File: config.mk
export PLATFORM = sky130hd
export DESIGN_NAME = scm_top
export DESIGN_NICKNAME = d
export VERILOG_FILES = /design/src/scm_pkg.sv /design/src/scm_clk_if.sv /design/src/scm_clk_sw.sv /design/src/scm_top.sv
export VERILOG_INCLUDE_DIRS = /design/src
export SDC_FILE = /design/constraint.sdc
export NUM_CORES = 1
export LEC_CHECK = 0
export ABC_AREA = 1
export ABC_CLOCK_PERIOD_IN_PS = 2000
export BUFFER_PORTS_ARGS = -buffer_cell sky130_fd_sc_hd__buf_2
export CAP_MARGIN = 15
export CORE_ASPECT_RATIO = 1.5
export CORE_MARGIN = 4
export CORE_UTILIZATION = 58
export CTS_CLUSTER_SIZE = 10
export DETAILED_ROUTE_END_ITERATION = 7
export PLACE_DENSITY = 0.79
export SLEW_MARGIN = 20
export SYNTH_ARGS = -nofsm -noshare
export SYNTH_HDL_FRONTEND = slang
export SYNTH_SLANG_ARGS = --single-unit
File: constraint.sdc
create_clock -name mclk -period 2 [get_ports mclk]
set_input_delay 0.1 -clock mclk [delete_from_list [all_inputs] [get_ports mclk]]
set_output_delay 0.1 -clock mclk [all_outputs]
set_load 0.005 [all_outputs]
File: src/scm_defs.svh
// register offsets, field positions, reset values and counts
`ifndef SCM_DEFS_SVH
`define SCM_DEFS_SVH
// ==========================================================
// register offsets
`define SCM_ADDR_SYS_CTRL  2'h0
`define SCM_ADDR_FRC_CTRL  2'h1
`define SCM_ADDR_FXT_CTRL  2'h2
`define SCM_ADDR_SXT_CTRL  2'h3
// ==========================================================
// system clock control fields
`define SCM_SYS_DIV_HI     7
`define SCM_SYS_DIV_LO     5
`define SCM_SYS_FAST_SRC   3
`define SCM_SYS_SLOW_SRC   2
`define SCM_SYS_FAST_KA    1
`define SCM_SYS_SLOW_KA    0
`define SCM_SYS_CTRL_RST   8'h00
`define SCM_DIV_SLOW       3'h7
// ==========================================================
// oscillator control fields
`define SCM_FRC_FREQ_HI    3
`define SCM_FRC_FREQ_LO    2
`define SCM_OSC_FLAG       1
`define SCM_OSC_EN         0
`define SCM_FXT_MODE       2
`define SCM_FRC_CTRL_RST   8'h01
`define SCM_FXT_CTRL_RST   8'h00
`define SCM_SXT_CTRL_RST   8'h00
`define SCM_SXT_SPEED_VAL  1'b1
// ==========================================================
// oscillator edges counted before a stable flag sets
`define SCM_STABLE_EDGES   64
`endif

File: src/scm_pkg.sv
// types shared by the clock and mode controller
package scm_pkg;
  // ==========================================================
  // operating modes, one-hot
  typedef enum logic [5:0] {
    SCM_FAST       = 6'h01,
    SCM_SLOW       = 6'h02,
    SCM_SLEEP      = 6'h04,
    SCM_STBY_SLOW  = 6'h08,
    SCM_STBY_BOTH  = 6'h10,
    SCM_STBY_FAST  = 6'h20
  } scm_mode_e;
  // ==========================================================
  // clock switch states, one-hot
  typedef enum logic [1:0] {
    SCM_SW_FOLLOW = 2'h1,
    SCM_SW_HOLD   = 2'h2
  } scm_sw_e;
  typedef logic [2:0] scm_div_t;
endpackage : scm_pkg

File: src/scm_clk_if.sv
// carrier between controller and glitch-free clock switch
`timescale 1ns/1ps
interface scm_clk_if;
  logic              fast_lvl;
  logic              slow_lvl;
  logic [5:0]        div_cnt;
  scm_pkg::scm_div_t req_code;
  logic              gate;
  logic              sys_clk;
  logic              switching;
  modport ctrl (output fast_lvl, slow_lvl, div_cnt, req_code, gate,
                input sys_clk, switching);
  modport sw   (input fast_lvl, slow_lvl, div_cnt, req_code, gate,
                output sys_clk, switching);
endinterface : scm_clk_if

File: src/scm_clk_sw.sv
// glitch-free system clock switch and divider tap select
`timescale 1ns/1ps
`include "scm_defs.svh"
module scm_clk_sw (
  input wire logic   mclk,
  input wire logic   rst_n,
  scm_clk_if.sw      cif
);
  scm_pkg::scm_sw_e  state_q;
  scm_pkg::scm_div_t act_q;
  logic              out_q;
  logic              gate_q;
  logic              lvl_act;
  logic              lvl_req;

  // ==========================================================
  // level of the candidate clock for one select code
  function automatic logic scm_lvl(input scm_pkg::scm_div_t code,
                                   input logic f, input logic s,
                                   input logic [5:0] d);
    logic r;
    r = f;
    if (code == `SCM_DIV_SLOW)
      r = s;
    else if (code != 3'h0)
      r = d[code - 3'h1];
    return r;
  endfunction : scm_lvl

  assign lvl_act = scm_lvl(act_q, cif.fast_lvl, cif.slow_lvl, cif.div_cnt);
  assign lvl_req = scm_lvl(cif.req_code, cif.fast_lvl, cif.slow_lvl,
                           cif.div_cnt);

  // gate changes only while the active clock is low
  always_ff @(posedge mclk or negedge rst_n)
    if (!rst_n)
      gate_q <= 1'b1;
    else if (!lvl_act)
      gate_q <= cif.gate;

  // no short pulse
  // leave old clock when low, take new one when it is low too
  always_ff @(posedge mclk or negedge rst_n)
    if (!rst_n)
    begin
      state_q <= scm_pkg::SCM_SW_FOLLOW;
      act_q   <= 3'h0;
      out_q   <= 1'b0;
    end
    else
    begin
      unique case (state_q)
        scm_pkg::SCM_SW_FOLLOW:
        begin
          out_q <= lvl_act & gate_q;
          if (cif.req_code != act_q && !(lvl_act & gate_q))
            state_q <= scm_pkg::SCM_SW_HOLD;
        end
        scm_pkg::SCM_SW_HOLD:
        begin
          out_q <= 1'b0;
          if (!lvl_req)
          begin
            act_q   <= cif.req_code;
            state_q <= scm_pkg::SCM_SW_FOLLOW;
          end
        end
      endcase
    end

  assign cif.sys_clk   = out_q;
  assign cif.switching = (state_q == scm_pkg::SCM_SW_HOLD);
endmodule : scm_clk_sw

File: src/scm_top.sv
// system clock source, divider and operating mode controller
// Function
// system clock comes from fast clock or slow clock per divider select
// fast clock is the external fast crystal or internal fast RC
// slow clock is the external slow crystal or internal slow RC
// fast mode runs CPU from fast clock divided by 1 to 64
// leaving fast for slow, fast oscillator follows its own enable bit
// six modes: fast, slow, sleep and three standby variants
// divider code 111 runs CPU from the selected slow source
// stop with both keep-alive bits low: sleep, CPU and clocks stop
// in sleep the watchdog RC runs only while the watchdog is enabled
// stop with only slow keep-alive set keeps slow oscillator only
// stop with both keep-alive bits set keeps both oscillators
// stop with only fast keep-alive set keeps fast oscillator only
// fast source select 0 picks internal RC, 1 the crystal; reset 0
// codes 000 to 110 divide by 1 to 64, 111 picks slow clock
// RC enable clears stable flag then sets it; new frequency after flag
// software waits the switch delay before relying on the new clock
// standby keeps system clock only if its source is kept alive
// slow source select 0 picks internal RC, 1 the crystal
// clock switches never emit a pulse shorter than either period
`timescale 1ns/1ps
`include "scm_defs.svh"
module scm_top #(
  parameter int STABLE_EDGES = `SCM_STABLE_EDGES
) (
  input  wire logic       mclk,
  input  wire logic       rst_n,
  input  wire logic [1:0] reg_addr,
  input  wire logic [7:0] reg_wdata,
  input  wire logic       reg_wr,
  input  wire logic       reg_rd,
  output logic      [7:0] reg_rdata,
  input  wire logic       halt_req,
  input  wire logic       wake_req,
  input  wire logic       wdt_enable,
  input  wire logic       int_fast_rc_osc,
  input  wire logic       ext_fast_crystal_osc,
  input  wire logic       ext_slow_crystal_osc,
  input  wire logic       int_slow_rc_osc,
  output logic            int_fast_rc_osc_on,
  output logic            ext_fast_crystal_osc_on,
  output logic            ext_slow_crystal_osc_on,
  output logic            int_slow_rc_osc_on,
  output logic      [1:0] fast_rc_freq,
  output logic            fast_crystal_mode,
  output logic            sys_clk,
  output logic            sys_clk_switching,
  output logic            fast_clock,
  output logic            slow_clock,
  output logic            watchdog_rc_clock,
  output logic            cpu_run,
  output logic      [5:0] op_mode
);
  localparam int CW = $clog2(STABLE_EDGES + 1);
  localparam logic [CW-1:0] STABLE_CNT = CW'(STABLE_EDGES);

  // ==========================================================
  // control registers
  scm_pkg::scm_div_t sysclk_divider_select_q;
  logic              fast_source_select_q;
  logic              slow_source_select_q;
  logic              fast_osc_keep_alive_q;
  logic              slow_osc_keep_alive_q;
  logic [1:0]        frc_freq_q;
  logic              frc_en_q;
  logic              fxt_mode_q;
  logic              fxt_en_q;
  logic              sxt_en_q;
  logic [7:0]        rdata_q;
  logic [3:0]        osc_on_q;
  logic [3:0]        restart;
  logic [3:0]        osc_lvl;
  logic [3:0]        osc_rise;
  logic [3:0]        osc_flag;
  logic [5:0]        div_cnt_q;
  logic              fast_prev_q;
  logic              fast_lvl;
  logic              slow_lvl;
  logic              fast_rc_stable_flag;
  logic              fast_clk_q;
  logic              slow_clk_q;
  logic              wdt_clk_q;
  logic              stopped;
  logic              fast_need;
  logic              slow_need;
  logic              sys_gate;
  logic              wr_sys;
  logic              wr_frc;
  logic              wr_fxt;
  logic              wr_sxt;
  scm_pkg::scm_mode_e mode_q;
  scm_pkg::scm_mode_e run_mode;

  scm_clk_if cif ();

  // ==========================================================
  // register writes
  assign wr_sys = reg_wr && reg_addr == `SCM_ADDR_SYS_CTRL;
  assign wr_frc = reg_wr && reg_addr == `SCM_ADDR_FRC_CTRL;
  assign wr_fxt = reg_wr && reg_addr == `SCM_ADDR_FXT_CTRL;
  assign wr_sxt = reg_wr && reg_addr == `SCM_ADDR_SXT_CTRL;

  // source select reset
  // system clock control fields, reset to fast RC undivided
  always_ff @(posedge mclk or negedge rst_n)
    if (!rst_n)
    begin
      sysclk_divider_select_q <=
        3'(`SCM_SYS_CTRL_RST >> `SCM_SYS_DIV_LO);
      fast_source_select_q  <= 1'(`SCM_SYS_CTRL_RST >> `SCM_SYS_FAST_SRC);
      slow_source_select_q  <= 1'(`SCM_SYS_CTRL_RST >> `SCM_SYS_SLOW_SRC);
      fast_osc_keep_alive_q <= 1'(`SCM_SYS_CTRL_RST >> `SCM_SYS_FAST_KA);
      slow_osc_keep_alive_q <= 1'(`SCM_SYS_CTRL_RST >> `SCM_SYS_SLOW_KA);
    end
    else if (wr_sys)
    begin
      sysclk_divider_select_q <=
        reg_wdata[`SCM_SYS_DIV_HI:`SCM_SYS_DIV_LO];
      fast_source_select_q  <= reg_wdata[`SCM_SYS_FAST_SRC];
      slow_source_select_q  <= reg_wdata[`SCM_SYS_SLOW_SRC];
      fast_osc_keep_alive_q <= reg_wdata[`SCM_SYS_FAST_KA];
      slow_osc_keep_alive_q <= reg_wdata[`SCM_SYS_SLOW_KA];
    end

  // oscillator control fields
  always_ff @(posedge mclk or negedge rst_n)
    if (!rst_n)
    begin
      frc_freq_q <= 2'(`SCM_FRC_CTRL_RST >> `SCM_FRC_FREQ_LO);
      frc_en_q   <= 1'(`SCM_FRC_CTRL_RST >> `SCM_OSC_EN);
      fxt_mode_q <= 1'(`SCM_FXT_CTRL_RST >> `SCM_FXT_MODE);
      fxt_en_q   <= 1'(`SCM_FXT_CTRL_RST >> `SCM_OSC_EN);
      sxt_en_q   <= 1'(`SCM_SXT_CTRL_RST >> `SCM_OSC_EN);
    end
    else
    begin
      if (wr_frc)
      begin
        frc_freq_q <= reg_wdata[`SCM_FRC_FREQ_HI:`SCM_FRC_FREQ_LO];
        frc_en_q   <= reg_wdata[`SCM_OSC_EN];
      end
      if (wr_fxt)
      begin
        fxt_en_q <= reg_wdata[`SCM_OSC_EN];
        if (!fxt_en_q)  // drive strength is frozen while running
          fxt_mode_q <= reg_wdata[`SCM_FXT_MODE];
      end
      if (wr_sxt)
        sxt_en_q <= reg_wdata[`SCM_OSC_EN];
    end

  // ==========================================================
  // register reads, data in the cycle after the strobe only
  always_ff @(posedge mclk or negedge rst_n)
    if (!rst_n)
      rdata_q <= 8'h00;
    else if (!reg_rd)
      rdata_q <= 8'h00;
    else
    begin
      unique case (reg_addr)
        `SCM_ADDR_SYS_CTRL:
          rdata_q <= {sysclk_divider_select_q, 1'b0,
                      fast_source_select_q, slow_source_select_q,
                      fast_osc_keep_alive_q, slow_osc_keep_alive_q};
        `SCM_ADDR_FRC_CTRL:
          rdata_q <= {4'h0, frc_freq_q, osc_flag[0], frc_en_q};
        `SCM_ADDR_FXT_CTRL:
          rdata_q <= {5'h00, fxt_mode_q, osc_flag[1], fxt_en_q};
        `SCM_ADDR_SXT_CTRL:
          rdata_q <= {5'h00, `SCM_SXT_SPEED_VAL, osc_flag[2], sxt_en_q};
      endcase
    end

  assign reg_rdata = rdata_q;

  // ==========================================================
  // operating mode
  assign run_mode = (sysclk_divider_select_q == `SCM_DIV_SLOW) ?
                    scm_pkg::SCM_SLOW : scm_pkg::SCM_FAST;
  assign stopped  = !(mode_q == scm_pkg::SCM_FAST ||
                      mode_q == scm_pkg::SCM_SLOW);

  // six modes
  // running modes track the divider; stop picks by keep-alive bits
  always_ff @(posedge mclk or negedge rst_n)
    if (!rst_n)
      mode_q <= scm_pkg::SCM_FAST;
    else if (stopped)
    begin
      if (wake_req)
        mode_q <= run_mode;
    end
    else if (halt_req)
    begin
      unique case ({fast_osc_keep_alive_q, slow_osc_keep_alive_q})
        // enter sleep
        2'b00: mode_q <= scm_pkg::SCM_SLEEP;
        // slow only
        2'b01: mode_q <= scm_pkg::SCM_STBY_SLOW;
        // both kept
        2'b11: mode_q <= scm_pkg::SCM_STBY_BOTH;
        // fast only
        2'b10: mode_q <= scm_pkg::SCM_STBY_FAST;
      endcase
    end
    else
      mode_q <= run_mode;

  assign cpu_run = !stopped;
  assign op_mode = mode_q;

  // ==========================================================
  // oscillator enables
  // own enable in slow mode
  // selected fast source forced on only in fast mode or when kept
  assign fast_need = stopped ? fast_osc_keep_alive_q :
                     (sysclk_divider_select_q != `SCM_DIV_SLOW);
  assign slow_need = stopped ? slow_osc_keep_alive_q : 1'b1;

  always_ff @(posedge mclk or negedge rst_n)
    if (!rst_n)
      osc_on_q <= 4'h0;
    else
    begin
      osc_on_q[0] <= (!fast_source_select_q && fast_need) ||
                     (frc_en_q && !stopped);
      osc_on_q[1] <= (fast_source_select_q && fast_need) ||
                     (fxt_en_q && !stopped);
      osc_on_q[2] <= (slow_source_select_q && slow_need) ||
                     (sxt_en_q && !stopped);
      // watchdog RC in sleep
      osc_on_q[3] <= mode_q != scm_pkg::SCM_SLEEP || wdt_enable;
    end

  assign int_fast_rc_osc_on      = osc_on_q[0];
  assign ext_fast_crystal_osc_on = osc_on_q[1];
  assign ext_slow_crystal_osc_on = osc_on_q[2];
  assign int_slow_rc_osc_on      = osc_on_q[3];

  // ==========================================================
  // per oscillator synchroniser, edge detect and stable flag
  assign osc_lvl = {int_slow_rc_osc, ext_slow_crystal_osc,
                    ext_fast_crystal_osc, int_fast_rc_osc};
  // a new RC frequency restarts its settling
  assign restart = {3'h0, wr_frc &&
    reg_wdata[`SCM_FRC_FREQ_HI:`SCM_FRC_FREQ_LO] != frc_freq_q};

  for (genvar i = 0; i < 4; i++)
  begin : g_osc
    logic          s1_q;
    logic          s2_q;
    logic          s3_q;
    logic [CW-1:0] cnt_q;

    // two-flop synchroniser plus edge history
    always_ff @(posedge mclk or negedge rst_n)
      if (!rst_n)
      begin
        s1_q <= 1'b0;
        s2_q <= 1'b0;
        s3_q <= 1'b0;
      end
      else
      begin
        s1_q <= osc_lvl[i];
        s2_q <= s1_q;
        s3_q <= s2_q;
      end

    assign osc_rise[i] = s2_q && !s3_q;

    // flag clears then sets
    // count edges after enable; flag high once enough have arrived
    always_ff @(posedge mclk or negedge rst_n)
      if (!rst_n)
        cnt_q <= '0;
      else if (!osc_on_q[i] || restart[i])
        cnt_q <= '0;
      else if (osc_rise[i] && cnt_q != STABLE_CNT)
        cnt_q <= cnt_q + CW'(1);

    assign osc_flag[i] = (cnt_q == STABLE_CNT);
  end

  assign fast_rc_stable_flag = osc_flag[0];

  assign fast_rc_freq      = frc_freq_q;
  assign fast_crystal_mode = fxt_mode_q;

  // ==========================================================
  // fast and slow clock levels, only from stable sources
  // fast source
  assign fast_lvl = fast_source_select_q ?
                    (g_osc[1].s2_q && osc_flag[1]) :
                    (g_osc[0].s2_q && fast_rc_stable_flag);
  // slow source
  // zero picks RC
  assign slow_lvl = slow_source_select_q ?
                    (g_osc[2].s2_q && osc_flag[2]) :
                    (g_osc[3].s2_q && osc_flag[3]);

  // divide by 1 to 64
  // ripple of fast edges; bit k is fast clock over 2^(k+1)
  always_ff @(posedge mclk or negedge rst_n)
    if (!rst_n)
    begin
      fast_prev_q <= 1'b0;
      div_cnt_q   <= 6'h00;
    end
    else
    begin
      fast_prev_q <= fast_lvl;
      if (fast_lvl && !fast_prev_q)
        div_cnt_q <= div_cnt_q + 6'h01;
    end

  // peripheral clocks follow their oscillators while kept on
  always_ff @(posedge mclk or negedge rst_n)
    if (!rst_n)
    begin
      fast_clk_q <= 1'b0;
      slow_clk_q <= 1'b0;
      wdt_clk_q  <= 1'b0;
    end
    else
    begin
      fast_clk_q <= fast_lvl && fast_need;
      // slow clock stops in sleep
      slow_clk_q <= slow_lvl && slow_need;
      wdt_clk_q  <= g_osc[3].s2_q && osc_on_q[3];
    end

  assign fast_clock        = fast_clk_q;
  assign slow_clock        = slow_clk_q;
  assign watchdog_rc_clock = wdt_clk_q;

  // ==========================================================
  // system clock path
  // standby gating
  // system clock survives a stop only if its source is kept alive
  always_comb
  begin
    sys_gate = 1'b1;
    if (mode_q == scm_pkg::SCM_SLEEP)
      sys_gate = 1'b0;
    else if (stopped)
      sys_gate = (sysclk_divider_select_q == `SCM_DIV_SLOW) ?
                 slow_osc_keep_alive_q : fast_osc_keep_alive_q;
  end

  // fast or slow select
  // code decode in switch
  // code 111 slow
  assign cif.fast_lvl = fast_lvl;
  assign cif.slow_lvl = slow_lvl;
  assign cif.div_cnt  = div_cnt_q;
  assign cif.req_code = sysclk_divider_select_q;
  assign cif.gate     = sys_gate;

  scm_clk_sw u_sw (
    .mclk  (mclk),
    .rst_n (rst_n),
    .cif   (cif.sw)
  );

  assign sys_clk           = cif.sys_clk;
  assign sys_clk_switching = cif.switching;
endmodule : scm_top

Word-level counts from Yosys, hierarchy flattened
Index checks and enable logic that the tools add are counted.
{"block": "word_totals", "ff_bits": 88, "in_bits": 21}
{"block": "op_classes", "magnitude_cmp": 2, "n_bitwise": 3, "n_reduce_logical": 51, "eq_ne": 30, "n_mux": 34, "n_addsub": 7}
{"op": "2-to-1 mux 7 bit", "n": 8}
{"op": "one-hot mux 8 bit (4 select lines)", "n": 1}
{"op": "adder 7 x 1 -> 7 bit, second input constant", "n": 4}
{"op": "equality test 7 bit, second input constant", "n": 4}
{"op": "logical AND 1 bit", "n": 28}
{"op": "inequality test 7 bit, second input constant", "n": 4}
{"op": "one-hot mux 6 bit (4 select lines)", "n": 1}
{"op": "2-to-1 mux 6 bit", "n": 3}
{"op": "2-to-1 mux 1 bit", "n": 13}
{"op": "equality test 2 bit, second input constant", "n": 5}
{"op": "zero test 1 bit", "n": 8}
{"op": "less-than comparator 3 x 4 -> 1 bit, second input constant", "n": 2}
{"op": "2-to-1 mux 8 bit", "n": 1}
{"op": "inequality test 2 x 1 -> 1 bit, second input constant", "n": 4}
{"op": "adder 6 x 1 -> 6 bit, second input constant", "n": 1}
{"op": "binary-select mux 1 bit (select 3 bit)", "n": 2}
{"op": "equality test 2 x 1 -> 1 bit, second input constant", "n": 3}
{"op": "equality test 3 bit, second input constant", "n": 2}
{"op": "equality test 6 x 1 -> 1 bit, second input constant", "n": 1}
{"op": "equality test 6 x 2 -> 1 bit, second input constant", "n": 1}
{"op": "equality test 6 x 3 -> 1 bit, second input constant", "n": 1}
{"op": "logical OR 1 bit", "n": 6}
{"op": "2-to-1 mux 2 bit", "n": 3}
{"op": "inequality test 6 x 3 -> 1 bit, second input constant", "n": 1}
{"op": "other kinds (13)", "n": 20}

Logic depth before layout (Yosys ltp)
Gate-level depths: netlist of run 1.
{"block": "depth", "word_depth": 10, "ltp_mapped": 13}

By module
A second synthesis of run 1 with hierarchy kept.
{"block": "unflattened", "hier_cells": 591, "hier_area_um2": 4576.9}
{"module": "scm_top", "area_per_inst_um2": 3942.5, "cells_per_inst": 496, "seq_area_each_um2": 2004.4, "n_inst": 1}
{"module": "scm_clk_sw", "area_per_inst_um2": 634.4, "cells_per_inst": 95, "seq_area_each_um2": 177.7, "n_inst": 1}

Worst setup path before layout of run 1
Ideal clock, no wire load.
{"block": "synth_timing", "path_type": "register -> register", "startpoint": "reg sysclk_divider_select_q[0], in the netlist cif.req_code[0]", "endpoint": "reg u_sw.act_q[0]", "arrival_ns": 1.424, "required_ns": 1.877, "path_slack_ns": 0.454, "n_path_buf": 0, "path_stages_with_launch": 11, "cell_sequence": "dfrtp_1 inv_2 ha_1 o211ai_1 nand3b_1 nand2_1 nand2_1 nand2_2 nand3_4 nand2_1 o21ai_1"}
{"block": "synth_via", "elab_chain_cells": 7}
{"item": "start: declaration", "line": "scm_top.sv:60", "rtl": "scm_pkg::scm_div_t sysclk_divider_select_q;"}
{"item": "start signal: assignment", "line": "scm_top.sv:109", "rtl": "sysclk_divider_select_q <="}
{"item": "start signal: assignment", "line": "scm_top.sv:118", "rtl": "sysclk_divider_select_q <="}
{"item": "subtractor 3 x 1 -> 3 bit", "line": "scm_clk_sw.sv:26", "rtl": "r = d[code - 3'h1];"}
{"item": "binary-select mux 1 bit (select 3 bit)", "line": "scm_clk_sw.sv:26"}
{"item": "2-to-1 mux 1 bit (implied by the code)", "line": "scm_clk_sw.sv:26"}
{"item": "2-to-1 mux 1 bit", "line": "scm_clk_sw.sv:25", "rtl": "else if (code != 3'h0)"}
{"item": "2-to-1 mux 1 bit", "line": "scm_clk_sw.sv:23", "rtl": "if (code == `SCM_DIV_SLOW)"}
{"item": "inverter 1 bit (no source line)"}
{"item": "AND reduction 2 bit (no source line)"}
{"item": "end signal: assignment", "line": "scm_clk_sw.sv:64", "rtl": "act_q <= cif.req_code;"}
{"item": "end: declaration", "line": "scm_clk_sw.sv:10", "rtl": "scm_pkg::scm_div_t act_q;"}
Parallel ways exist; a longest one is shown, timed or not. The select of a mux whose other input is x is not followed.
A chain may end at the register's enable or synchronous reset.

Worst setup path after layout of run 1
{"block": "layout_timing", "startpoint": "reg sysclk_divider_select_q[0], in the netlist cif.req_code[0]", "endpoint": "reg u_sw.act_q[2]"}
{"block": "layout_via", "elab_chain_cells": 7}
{"item": "subtractor 3 x 1 -> 3 bit", "line": "scm_clk_sw.sv:26"}
{"item": "binary-select mux 1 bit (select 3 bit)", "line": "scm_clk_sw.sv:26"}
{"item": "2-to-1 mux 1 bit (implied by the code)", "line": "scm_clk_sw.sv:26"}
{"item": "2-to-1 mux 1 bit", "line": "scm_clk_sw.sv:25"}
{"item": "2-to-1 mux 1 bit *", "line": "scm_clk_sw.sv:23"}
{"item": "inverter 1 bit (no source line) *"}
{"item": "AND reduction 2 bit (no source line) *"}
Every way passes the cells marked *; elsewhere a longest branch is shown, timed or not. The select of a mux whose other input is x is not followed.

==> impl_metrics.yaml, run 1 <==
outcome:
  outcome: "complete, no violations"
synth:
  async_flop_share_pct: 100.0
  ys_warn_count: 0
  synthFlopType: "dfrtp_1"
  ys_seq_area_share_pct: 50.92
  syn_inst: 485
  yosysUniqueCellTypes: 44
  synth_nets: 521
  syn_avg_cell_area_um2: 8.836
  synth_area_um2: 4285
  synth_edf_count: 0
  synth-seq-cells: 87
floorplan:
  core_area_um2: 7227
  die_w_um: 78.19
  start_util_pct: 59.30
  die_y_um: 113.3
  design.die.area_um2: 8856
  io_pins: 48
  std_cell_rows: 38
finish:
  post-route-cell-area_um2: 4961
  antennaDiodeCount: 0
  fill_cells: 581
  area_growth_pct: 15.77
  nNetsFinal: 585
  drive_above_1_share_pct: 18.41
grt:
  use_met3_pct: 3.981
  antenna_found_initial: 0
  grt_util_met2_pct: 37.99
  grt.overflow.total: 0
  grt_pass1_vias: 3480
  use_met1_pct: 26.44
  grt_pass1_wl_um: 15320
  grt_max_degree: 42
  busiest_layer: "met2"
  grt_usage_pct: 21.72
clock_network:
  ctsResizeCount: 0
  cts-root-buf: "clkbuf_8"
  cts_hold_buf: 11
  clkTransAtPathRegs_ns: 0.08
  cts-buffers-inserted: 9
  cts_setup_buffers: 0
  clk_latency_ns: 0.37
  cts_tree: "yes"
  clockBufferDepth: 2
  h-tree-depth: 3
  clock-sinks: 87
critical_path:
  startpoint: "cif.req_code[0]"
  reg2reg_from: "cif.req_code[0]"
  cp_max_fo: 8
  worstSetupStartpointType: "register"
  worst_ep_arrival_time_ns: 2.03
  required_ns: 2.25
  critPathCaptureType: "register"
  critPathKind: "register to register"
route:
  firstDrtPassIters: 4
  vias: 3402
  wl_um: 8812
  drtIter0Drc: 228
  routed_via_density: 5.202
  antenna_left: 0
  drc: 0
  wire_per_inst_um: 13.47
power_and_ir_drop:
  p_sw_share_pct: 35.47
  intPower_mw: 3.412
  clkPwrFrac_pct: 25.2
  p_total_mw: 5.287
  p_leak_nw: 2.497
  powerDensity_nw_per_um2: 1066
  vdd.ir_drop.worst_uv: 659.4
  power.switching_mw: 1.875
  p_comb_share_pct: 30.5
  power_frac_seq_pct: 44.2
place:
  place.detailed.hpwl_um: 6635
  placed_cell_area_um2: 4636
  portBuffers: 45
  gp_congestion: 0.9000
min_path:
  worst_hold_path_type: "input port to register"
  hold_path_startpoint: "reg_wdata[7]"
timing:
  fin_crit_ns: 1.787
  tns_ns: 0
  hold_viol: 0
  rsz0062_at_grt: "false"
  max_freq_mhz: 559.6
  finalClockSkew_ns: 0.01122
  setup_viol: 0
  drv_slew: 0
  hold_ws_ns: 0.008395
  min_period_over_period_pct: 89.35
run:
  cap_violations: 0
power groups by stage:
stage | clock network, mW | logic, mW | registers [mW]
floorplan | 0 | 1.18 | 2.29
global placement | 0 | 1.54 | 2.35
detailed placement | 0 | 1.60 | 2.37
CTS | 1.36 | 1.63 | 2.34
global route | 1.43 | 1.82 | 2.39
finish | 1.33 | 1.61 | 2.34
worst paths after layout:
path / endpoint / slack (ns) / depth (start not counted)
max: u_sw.act_q[2] / 0.21 / 10
min: cif.req_code[2] / 0.008 / 3
max reg2reg: u_sw.act_q[2] / 0.21 / 10
min reg2reg: g_osc[1].s2_q / 0.35 / 0
max in group asynchronous: frc_en_q / 1.17 / 3
min in group asynchronous: sxt_en_q / 0.18 / 2
flip-flops by register name, indices dropped and copies added, names as in the netlist, 2 cells and up:
name / count
fast_rc_freq: 2
cif.div_cnt: 6
g_osc.s3_q: 4
cif.req_code: 3
reg_rdata: 7
g_osc.s2_q: 4
g_osc.s1_q: 4
u_sw.state_q: 2
g_osc.cnt_q: 28
u_sw.act_q: 3
op_mode: 6
osc_on_q: 4
cell usage after synthesis (2+ instances only):
master | count | area (um^2)
nor2_1 | 40 | 150.1
nor3_1 | 9 | 45.04
nor2_4 | 2 | 22.52
nand2_1 | 79 | 296.5
nand4_1 | 5 | 31.28
o211ai_1 | 3 | 22.52
clkbuf_1 | 3 | 11.26
o32ai_1 | 4 | 35.03
nand3_2 | 7 | 70.07
o21ai_0 | 31 | 155.2
a21oi_1 | 25 | 125.1
a221oi_1 | 2 | 17.52
nor4_1 | 4 | 25.02
ha_1 | 15 | 187.7
xnor2_1 | 5 | 43.79
or2_2 | 3 | 18.77
dfrtp_1 | 83 | 2077
dfstp_2 | 4 | 105.1
nand2_2 | 7 | 43.79
o21ai_1 | 6 | 30.03
xor2_1 | 9 | 78.83
inv_1 | 78 | 292.8
nand3_1 | 25 | 125.1
o22ai_1 | 6 | 37.54
inv_2 | 6 | 22.52
nand2_4 | 2 | 22.52
nor3_2 | 2 | 20.02
or2_1 | 2 | 12.51
nor2_2 | 3 | 18.77
kinds of logic after synthesis:
group / share of synthesized area, %
compound gates: 11.01
xor+xnor: 2.861
fa+ha+maj: 4.380
buf+inv: 8.146
flops: 50.92
mux: 0.3503
other cells: 0.08751
simple gates: 22.25
metrics by stage:
stage	cells	utilization [%]	setup WS [ns]
2_1_floorplan	485	-	0.4538
3_3_place_gp	627	64.14	0.3078
3_5_place_dp	627	64.14	0.2062
4_1_cts	654	68.65	0.1939
5_1_grt	654	68.65	0.05145
6_report	654	68.65	0.2130
layer usage:
layer | part of all wire, % | vias to the layer above
met3 | 3.9 | 18
met1 | 42 | 1612
met5 | 0 | -
met2 | 52 | 79
met4 | 2.1 | 0
li1 | - | 1693
cell type report:
class | count | area (um^2) | area share [%]
Clock inverter | 4 | 70.07 | 1.412
Timing Repair Buffer | 58 | 365.4 | 7.364
Tap cell | 100 | 125.1 | 2.522
Clock buffer | 12 | 145.1 | 2.926
Sequential cell | 87 | 2182 | 43.98
Multi-Input combinational cell | 308 | 1754 | 35.36
Inverter | 85 | 319.1 | 6.431
worst max-delay path, cell delays in order, from the launching register on:
cell	delay [ns]
dfrtp_1	0.50
inv_2	0.13
ha_1	0.36
o211ai_1	0.12
nand3b_1	0.10
nand2_1	0.06
nand2_1	0.07
nand2_2	0.08
nand3_4	0.10
nand2_1	0.08
o21ai_1	0.07
placed cells by master (no fill, tap or decap), types with 2 or more instances in the layout:
master	Yosys	layout
dfrtp_1	83	83
nand2_1	79	79
inv_1	78	78
buf_2	0	44
nor2_1	40	40
o21ai_0	31	31
a21oi_1	25	25
nand3_1	25	25
ha_1	15	15
dlygate4sd3_1	0	11
clkbuf_8	0	10
xor2_1	9	9
nor3_1	9	9
nand2_2	7	7
nand3_2	7	7
inv_2	6	6
o22ai_1	6	6
o21ai_1	6	6
nand4_1	5	5
xnor2_1	5	5
nor4_1	4	4
o32ai_1	4	4
dfstp_2	4	4
nor2_2	3	3
or2_2	3	3
o211ai_1	3	3
nor3_2	2	2
a221oi_1	2	2
nand2_4	2	2
or2_1	2	2
nor2_4	2	2
clkbuf_1	3	2
clkinv_2	0	2
bufinv_16	0	2
buf_4	1	2
No activity file was read; power rests on OpenSTA's default activity.
==> inputs of run 2 (changes only) <==
Settings changed: ABC_CLOCK_PERIOD_IN_PS 2000 to 2100, CELL_PAD_IN_SITES_DETAIL_PLACEMENT set to 0, CELL_PAD_IN_SITES_GLOBAL_PLACEMENT set to 1, CORE_UTILIZATION 58 to 48, PLACE_DENSITY 0.79 to 0.85.
Clock period 2 ns to 2.1 ns, I/O delays scaled along.
==> run 2 against run 1 <==
Net effect: setup slack improved by 0.14 ns; critical path type unchanged; combinational power fell by 6%; count of clock-buffer cells in the layout fell by 1; clock skew fell by 0.0050 ns; cell area rose by 1.3%; sequential share of layout area fell by 0.56 points; largest cell class unchanged; critical endpoint is now u_sw.act_q[0]; clock power rose by 29%.
==> impl_metrics.yaml, run 2 (synthesized netlist as in run 1, its figures left out) <==
outcome:
  outcome: "complete, no violations"
route:
  vias: 3286
  m1WireLength_um: 3779
  wire_per_inst_um: 13.50
  firstDrtPassIters: 4
  routed_via_density: 4.994
  drtIter0Drc: 114
  drc: 0
  wl_um: 8886
  wl_met3_um: 240
  routed.top_layer: "met4"
  antenna_left: 0
  wl_met2_um: 4663
critical_path:
  required_ns: 2.32
  critical-path-top-delay-family: "simple AND/OR/NAND/NOR gates"
  critPathKind: "register to register"
  worst_ep_arrival_time_ns: 1.97
  critPathCaptureType: "register"
  reg2regPathDepth: 11
  crit_slowest_cell: "dfrtp_1"
  path_common_cell: "nand2_1"
  r2r-end: "u_sw.act_q[0]"
  worst-path-buf-inv: 1
  cp_max_fo: 8
  crit_path_max_incr_delay_ns: 0.48
  worstSetupStartpointType: "register"
  path_cells: "inv_2 > ha_1 > nor2_1 > o21ai_1 > nand3b_1 > nand2_1 > nand2_1 > nand2_2 > nand3_4 > nand2_1 > o21ai_1"
  rrSetupSlack_ns: 0.35
  reg2reg_from: "cif.req_code[0]"
floorplan:
  die_y_um: 123.7
  design.die.area_um2: 10530
  core_area_um2: 8776
  start_util_pct: 48.83
  io_pins: 48
  std_cell_rows: 42
  die_w_um: 85.15
timing:
  worst_pin_slew_ns: 0.5249
  setup_viol: 0
  max_freq_mhz: 571.6
  hold_viol: 0
  tns_ns: 0
  finalClockSkew_ns: 0.006224
  slew_headroom_pct: 65.01
  rsz0062_at_grt: "false"
  drv_slew: 0
  fin_crit_ns: 1.749
  min_period_over_period_pct: 83.30
clock_network:
  clockBufferDepth: 2
  clk_latency_ns: 0.33
  clkTransAtPathRegs_ns: 0.06
  cts_tree: "yes"
  clock-sinks: 87
  cts-buffers-inserted: 9
  cts-root-buf: "clkbuf_16"
  h-tree-depth: 3
grt:
  grt_usage_pct: 18.43
  grt.overflow.total: 0
  antenna_found_initial: 0
  grt_pass1_vias: 3354
  grt_pass1_wl_um: 15340
  grt_max_degree: 50
min_path:
  whs_endpoint: "fxt_en_q"
  worst_hold_path_type: "input port to register"
  hold_path_startpoint: "reg_wdata[0]"
  hold_depth: 3
finish:
  antennaDiodeCount: 0
  multi_input_area_um2: 1754
  final_cell_mix: "83 x dfrtp_1, 79 x nand2_1, 78 x inv_1, 44 x buf_2, 40 x nor2_1"
  area_growth_pct: 17.26
  final_common_cell: "dfrtp_1"
  largest_reg_flops: 28
  fill_cells: 818
  nNetsFinal: 579
  final-seq-area_um2: 2182
  drive_above_1_share_pct: 18.61
  regMostFlops: "g_osc.cnt_q"
place:
  gp_congestion: 0.7930
  place.detailed.hpwl_um: 6759
  portBuffers: 45
power_and_ir_drop:
  p_leak_nw: 2.516
  vdd.ir_drop.worst_uv: 611.6
  powerDensity_nw_per_um2: 1087
  p_total_mw: 5.461
run:
  cap_violations: 0
-- run 2: cell count changes in the layout (fill, tap and decap cells not counted) --
cell / previous run / this run
clkbuf_8: 10 / 1
clkinvlp_4: 0 / 1
clkinv_4: 0 / 1
clkinv_2: 2 / 1
clkbuf_16: 0 / 9
dlygate4sd3_1: 11 / 6
clkbuf_1: 2 / 1
buf_4: 2 / 1
-- run 2: report_power, final --
part	switching [mW]	internal [mW]	total, mW
clock network	0.640	1.07	1.71
logic	0.936	0.587	1.52
registers	0.262	1.96	2.22
total	1.84	3.62	5.46
-- run 2: through the flow --
step                      hold slack (ns)  cell area (um^2)  utilization, %  instances  setup slack [ns]
after floorplan                   -0.1906              4285               -        485            0.5538
after global placement             0.1126              4641           52.88        636            0.3727
after detailed placement           0.1198              4641           52.88        636            0.3385
after CTS                         0.01912              5025           57.26        658            0.3319
after global routing              0.03435              5025           57.26        658            0.1249
final                             0.02932              5025           57.26        658            0.3506
-- run 2: layout make-up --
type | instances | share of cell area [%]
clock buffer | 11 | 4.831
inverter | 85 | 6.350
clock inverter | 5 | 1.619
timing repair buffer | 52 | 6.125
tap | 110 | 2.739
multi-input combinational | 308 | 34.91
sequential | 87 | 43.43
-- run 2: worst max path at each step --
stage | startpoint | to | slack [ns] | cells after the start
2_1_floorplan | cif.req_code[0] | u_sw.act_q[0] | 0.55 | 10
3_3_place_gp | cif.req_code[0] | u_sw.act_q[0] | 0.37 | 10
3_5_place_dp | cif.req_code[0] | u_sw.act_q[0] | 0.34 | 11
4_1_cts | cif.req_code[0] | u_sw.act_q[0] | 0.33 | 11
5_1_grt | u_sw.act_q[0] | u_sw.state_q[0] | 0.12 | 12
6_report | cif.req_code[0] | u_sw.act_q[0] | 0.35 | 11
-- run 2: metal layers --
| metal | up-vias | GRT usage, % |
|---|---|---|
| met5 | - | 0 |
| met4 | 0 | 9.010 |
| met3 | 14 | 3.111 |
| met2 | 39 | 32.88 |
| met1 | 1553 | 21.28 |
| li1 | 1680 | - |
-- run 2: worst min-delay path: stages --
cell and delay, ns:
buf_2 0.11, nand2_1 0.05, o21ai_0 0.06
-- run 2: what timing repair did --
item                      CTS  global route
hold endpoints to repair   41             0
hold buffers                6             0
setup buffers               0             0
resized for setup           0             0
==> inputs of run 3 (changes only) <==
Settings changed: ABC_AREA 1 to 0, ABC_CLOCK_PERIOD_IN_PS 2100 to 1800, CORE_UTILIZATION 48 to 46, PLACE_DENSITY 0.85 to 0.79.
Clock period 2.1 ns to 1.8 ns, I/O delays scaled along.
==> run 3 against run 2 <==
Net effect: the flow now finishes with violations (setup timing); flip-flop and latch count did not move; cell area increased by 13%; synthesized cell count fell by 26%; register-to-register slack worse by 0.81 ns; via count fell by 2.8%; clock power grew 5%; synthesized area fell by 4.1%; setup slack got worse by 0.81 ns; core utilization rose by 7.5 points; count of clock-buffer cells in the layout increased by 1; combinational power rose by 51%; sequential share of layout area decreased by 5.0 points; largest cell class unchanged; largest power group unchanged.
==> impl_metrics.yaml, run 3 <==
route:
  drc: 0
  vias: 3195
  wire_per_inst_um: 15.39
  antenna_left: 0
  drtIter0Drc: 113
  wl_um: 9528
  routed_via_density: 5.162
  firstDrtPassIters: 5
timing:
  min_period_over_period_pct: 125.8
  hold_ws_ns: 0.01323
  slew_headroom_pct: 61.90
  finalClockSkew_ns: 0.008558
  fin_crit_ns: 2.264
  worst_pin_slew_ns: 0.5676
  hold_viol: 0
  fin_ws_ns: -0.4642
  drv_slew: 0
  setup_viol: 14
  rsz0062_at_grt: "true"
  max_freq_mhz: 441.7
synth:
  synth-simple-area-share_pct: 18.00
  synth.area.mux_share_pct: 7.524
  synth_nets: 395
  synth.top_cell.area_share_pct: 50.56
  synth_xor_area_share_pct: 7.036
  ys_seq_area_share_pct: 53.12
  synth_edf_count: 0
  synth_top_family_by_area: "simple AND/OR/NAND/NOR gates"
  synth_area_leader_cell: "dfrtp_1"
  syn_inst: 359
  syn_avg_cell_area_um2: 11.44
  synth_compound_area_share_pct: 7.097
  async_flop_share_pct: 100.0
  ys_warn_count: 0
  synth-seq-cells: 87
  yosys.area_share.adder_pct: 4.569
  yosysUniqueCellTypes: 51
  synth_area_um2: 4108
  synthFlopType: "dfrtp_1"
  yosys-top-cells-area: "dfrtp_1 51%, ha_1 4.6%, xnor2_1 4.1%"
  synth_common_cells: "83 x dfrtp_1, 23 x nor2_1, 22 x and2_1"
  yosysMostFrequentCell: "dfrtp_1"
clock_network:
  clockBufferDepth: 2
  clkTransAtPathRegs_ns: 0.06
  cts_tree: "yes"
  clk_latency_ns: 0.34
  h-tree-depth: 3
  clock-sinks: 87
  cts-root-buf: "clkbuf_16"
  cts-buffers-inserted: 9
finish:
  final_cell_mix: "83 x dfrtp_1, 78 x buf_4, 44 x buf_2, 23 x nor2_1, 21 x and2_1"
  nNetsFinal: 540
  final_common_cell: "dfrtp_1"
  area_growth_pct: 38.35
  antennaDiodeCount: 0
  fill_cells: 682
  multi_input_area_um2: 1996
  regMostFlops: "g_osc.cnt_q"
  drive_above_1_share_pct: 38.90
  largest_reg_flops: 28
  post-route-cell-area_um2: 5683
  final-seq-area_um2: 2182
place:
  portBuffers: 45
  gp_congestion: 0.8591
  place.detailed.hpwl_um: 6561
  placed_cell_area_um2: 4959
critical_path:
  worstSetupStartpointType: "register"
  worst_ep_arrival_time_ns: 2.53
  critPathCaptureType: "register"
  critPathKind: "register to register"
  cp_max_fo: 4
  rrSetupSlack_ns: -0.46
  required_ns: 2.07
grt:
  grt_pass1_vias: 3329
  grt_max_degree: 52
  grt_pass1_wl_um: 15910
  grt.overflow.total: 0
  antenna_found_initial: 0
  grt_usage_pct: 19.52
power_and_ir_drop:
  powerDensity_nw_per_um2: 1174
  vdd.ir_drop.worst_uv: 584.1
  p_leak_nw: 2.726
floorplan:
  design.die.area_um2: 10540
  start_util_pct: 46.81
  die_y_um: 123.7
  core_area_um2: 8776
  io_pins: 48
  std_cell_rows: 42
  die_w_um: 85.16
min_path:
  worst_hold_path_type: "input port to register"
run:
  cap_violations: 0
outcome:
  outcome: "finished, violations left"
  violations: "setup timing"
## run 3: metrics by stage
stage / utilization, % / setup slack (ns) / TNS (ns) / instances / total power [mW]
floorplan: - / -0.3043 / -1.811 / 359 / 3.743
global placement: 56.50 / -0.4507 / -3.992 / 568 / 4.597
detailed placement: 56.50 / -0.4669 / -4.780 / 568 / 4.653
CTS: 63.64 / -0.4373 / -3.165 / 612 / 6.680
global route: 64.76 / -0.5364 / -5.054 / 619 / 7.090
finish: 64.76 / -0.4642 / -3.225 / 619 / 6.674
## run 3: area by class of cell
type	instances	area share (%)
clock inverters	4	0.5064
well taps	110	2.422
flip-flops and latches	87	38.40
multi-input cells	245	35.12
clock buffers	12	4.513
repair buffers	140	17.66
inverters	21	1.387
## run 3: final timing paths
check / startpoint / endpoint / depth (start not counted)
setup / recovery: g_osc[3].cnt_q[0] / u_sw.gate_q / 8
min in group asynchronous: rst_n / g_osc[3].cnt_q[4] / 2
max in group asynchronous: rst_n / frc_en_q / 3
setup reg to reg: g_osc[3].cnt_q[0] / u_sw.gate_q / 8
hold reg to reg: g_osc[0].s1_q / g_osc[0].s2_q / 0
hold / removal: reg_wdata[1] / fast_osc_keep_alive_q / 2
## run 3: critical path: stages, from the launching register on
cell,delay [ns]
dfrtp_1,0.40
inv_2,0.06
ha_1,0.12
or4b_4,0.46
nor3b_4,0.22
and3b_2,0.25
a31oi_4,0.06
a311oi_4,0.28
mux2_4,0.33
## run 3: logic make-up (layout without fill, tap and decap cells)
| family | count (synthesis) | in the layout |
|---|---|---|
| multiplexers | 24 | 24 |
| adder cells (fa/ha/maj) | 15 | 15 |
| AO/OA/AOI/OAI | 41 | 41 |
| flip-flops | 87 | 87 |
| XOR/XNOR | 33 | 33 |
| AND/OR/NAND/NOR | 131 | 131 |
| buffers and inverters | 27 | 177 |
| other | 1 | 1 |
## run 3: power breakdown
group          total (mW)  internal (mW)  switching (mW)
logic                2.30           1.28            1.02
registers            2.58           2.30           0.281
clock network        1.79           1.01           0.775
## run 3: metal layers
| layer | up-vias | GRT usage, % | part of all wire (%) |
|---|---|---|---|
| met5 | - | 0 | 0 |
| met4 | 0 | 9.109 | 2.5 |
| met3 | 20 | 3.772 | 3.5 |
| met2 | 60 | 36.14 | 55 |
| met1 | 1584 | 21.26 | 39 |
| li1 | 1531 | - | - |
## run 3: repair_timing
item	in CTS	in global routing
hold buffers	11	0
pin swaps	15	16
gates cloned	0	0
endpoints found under the hold margin	45	0
gates resized for setup	21	13
setup endpoints to repair	24	26
buffers inserted	19	11
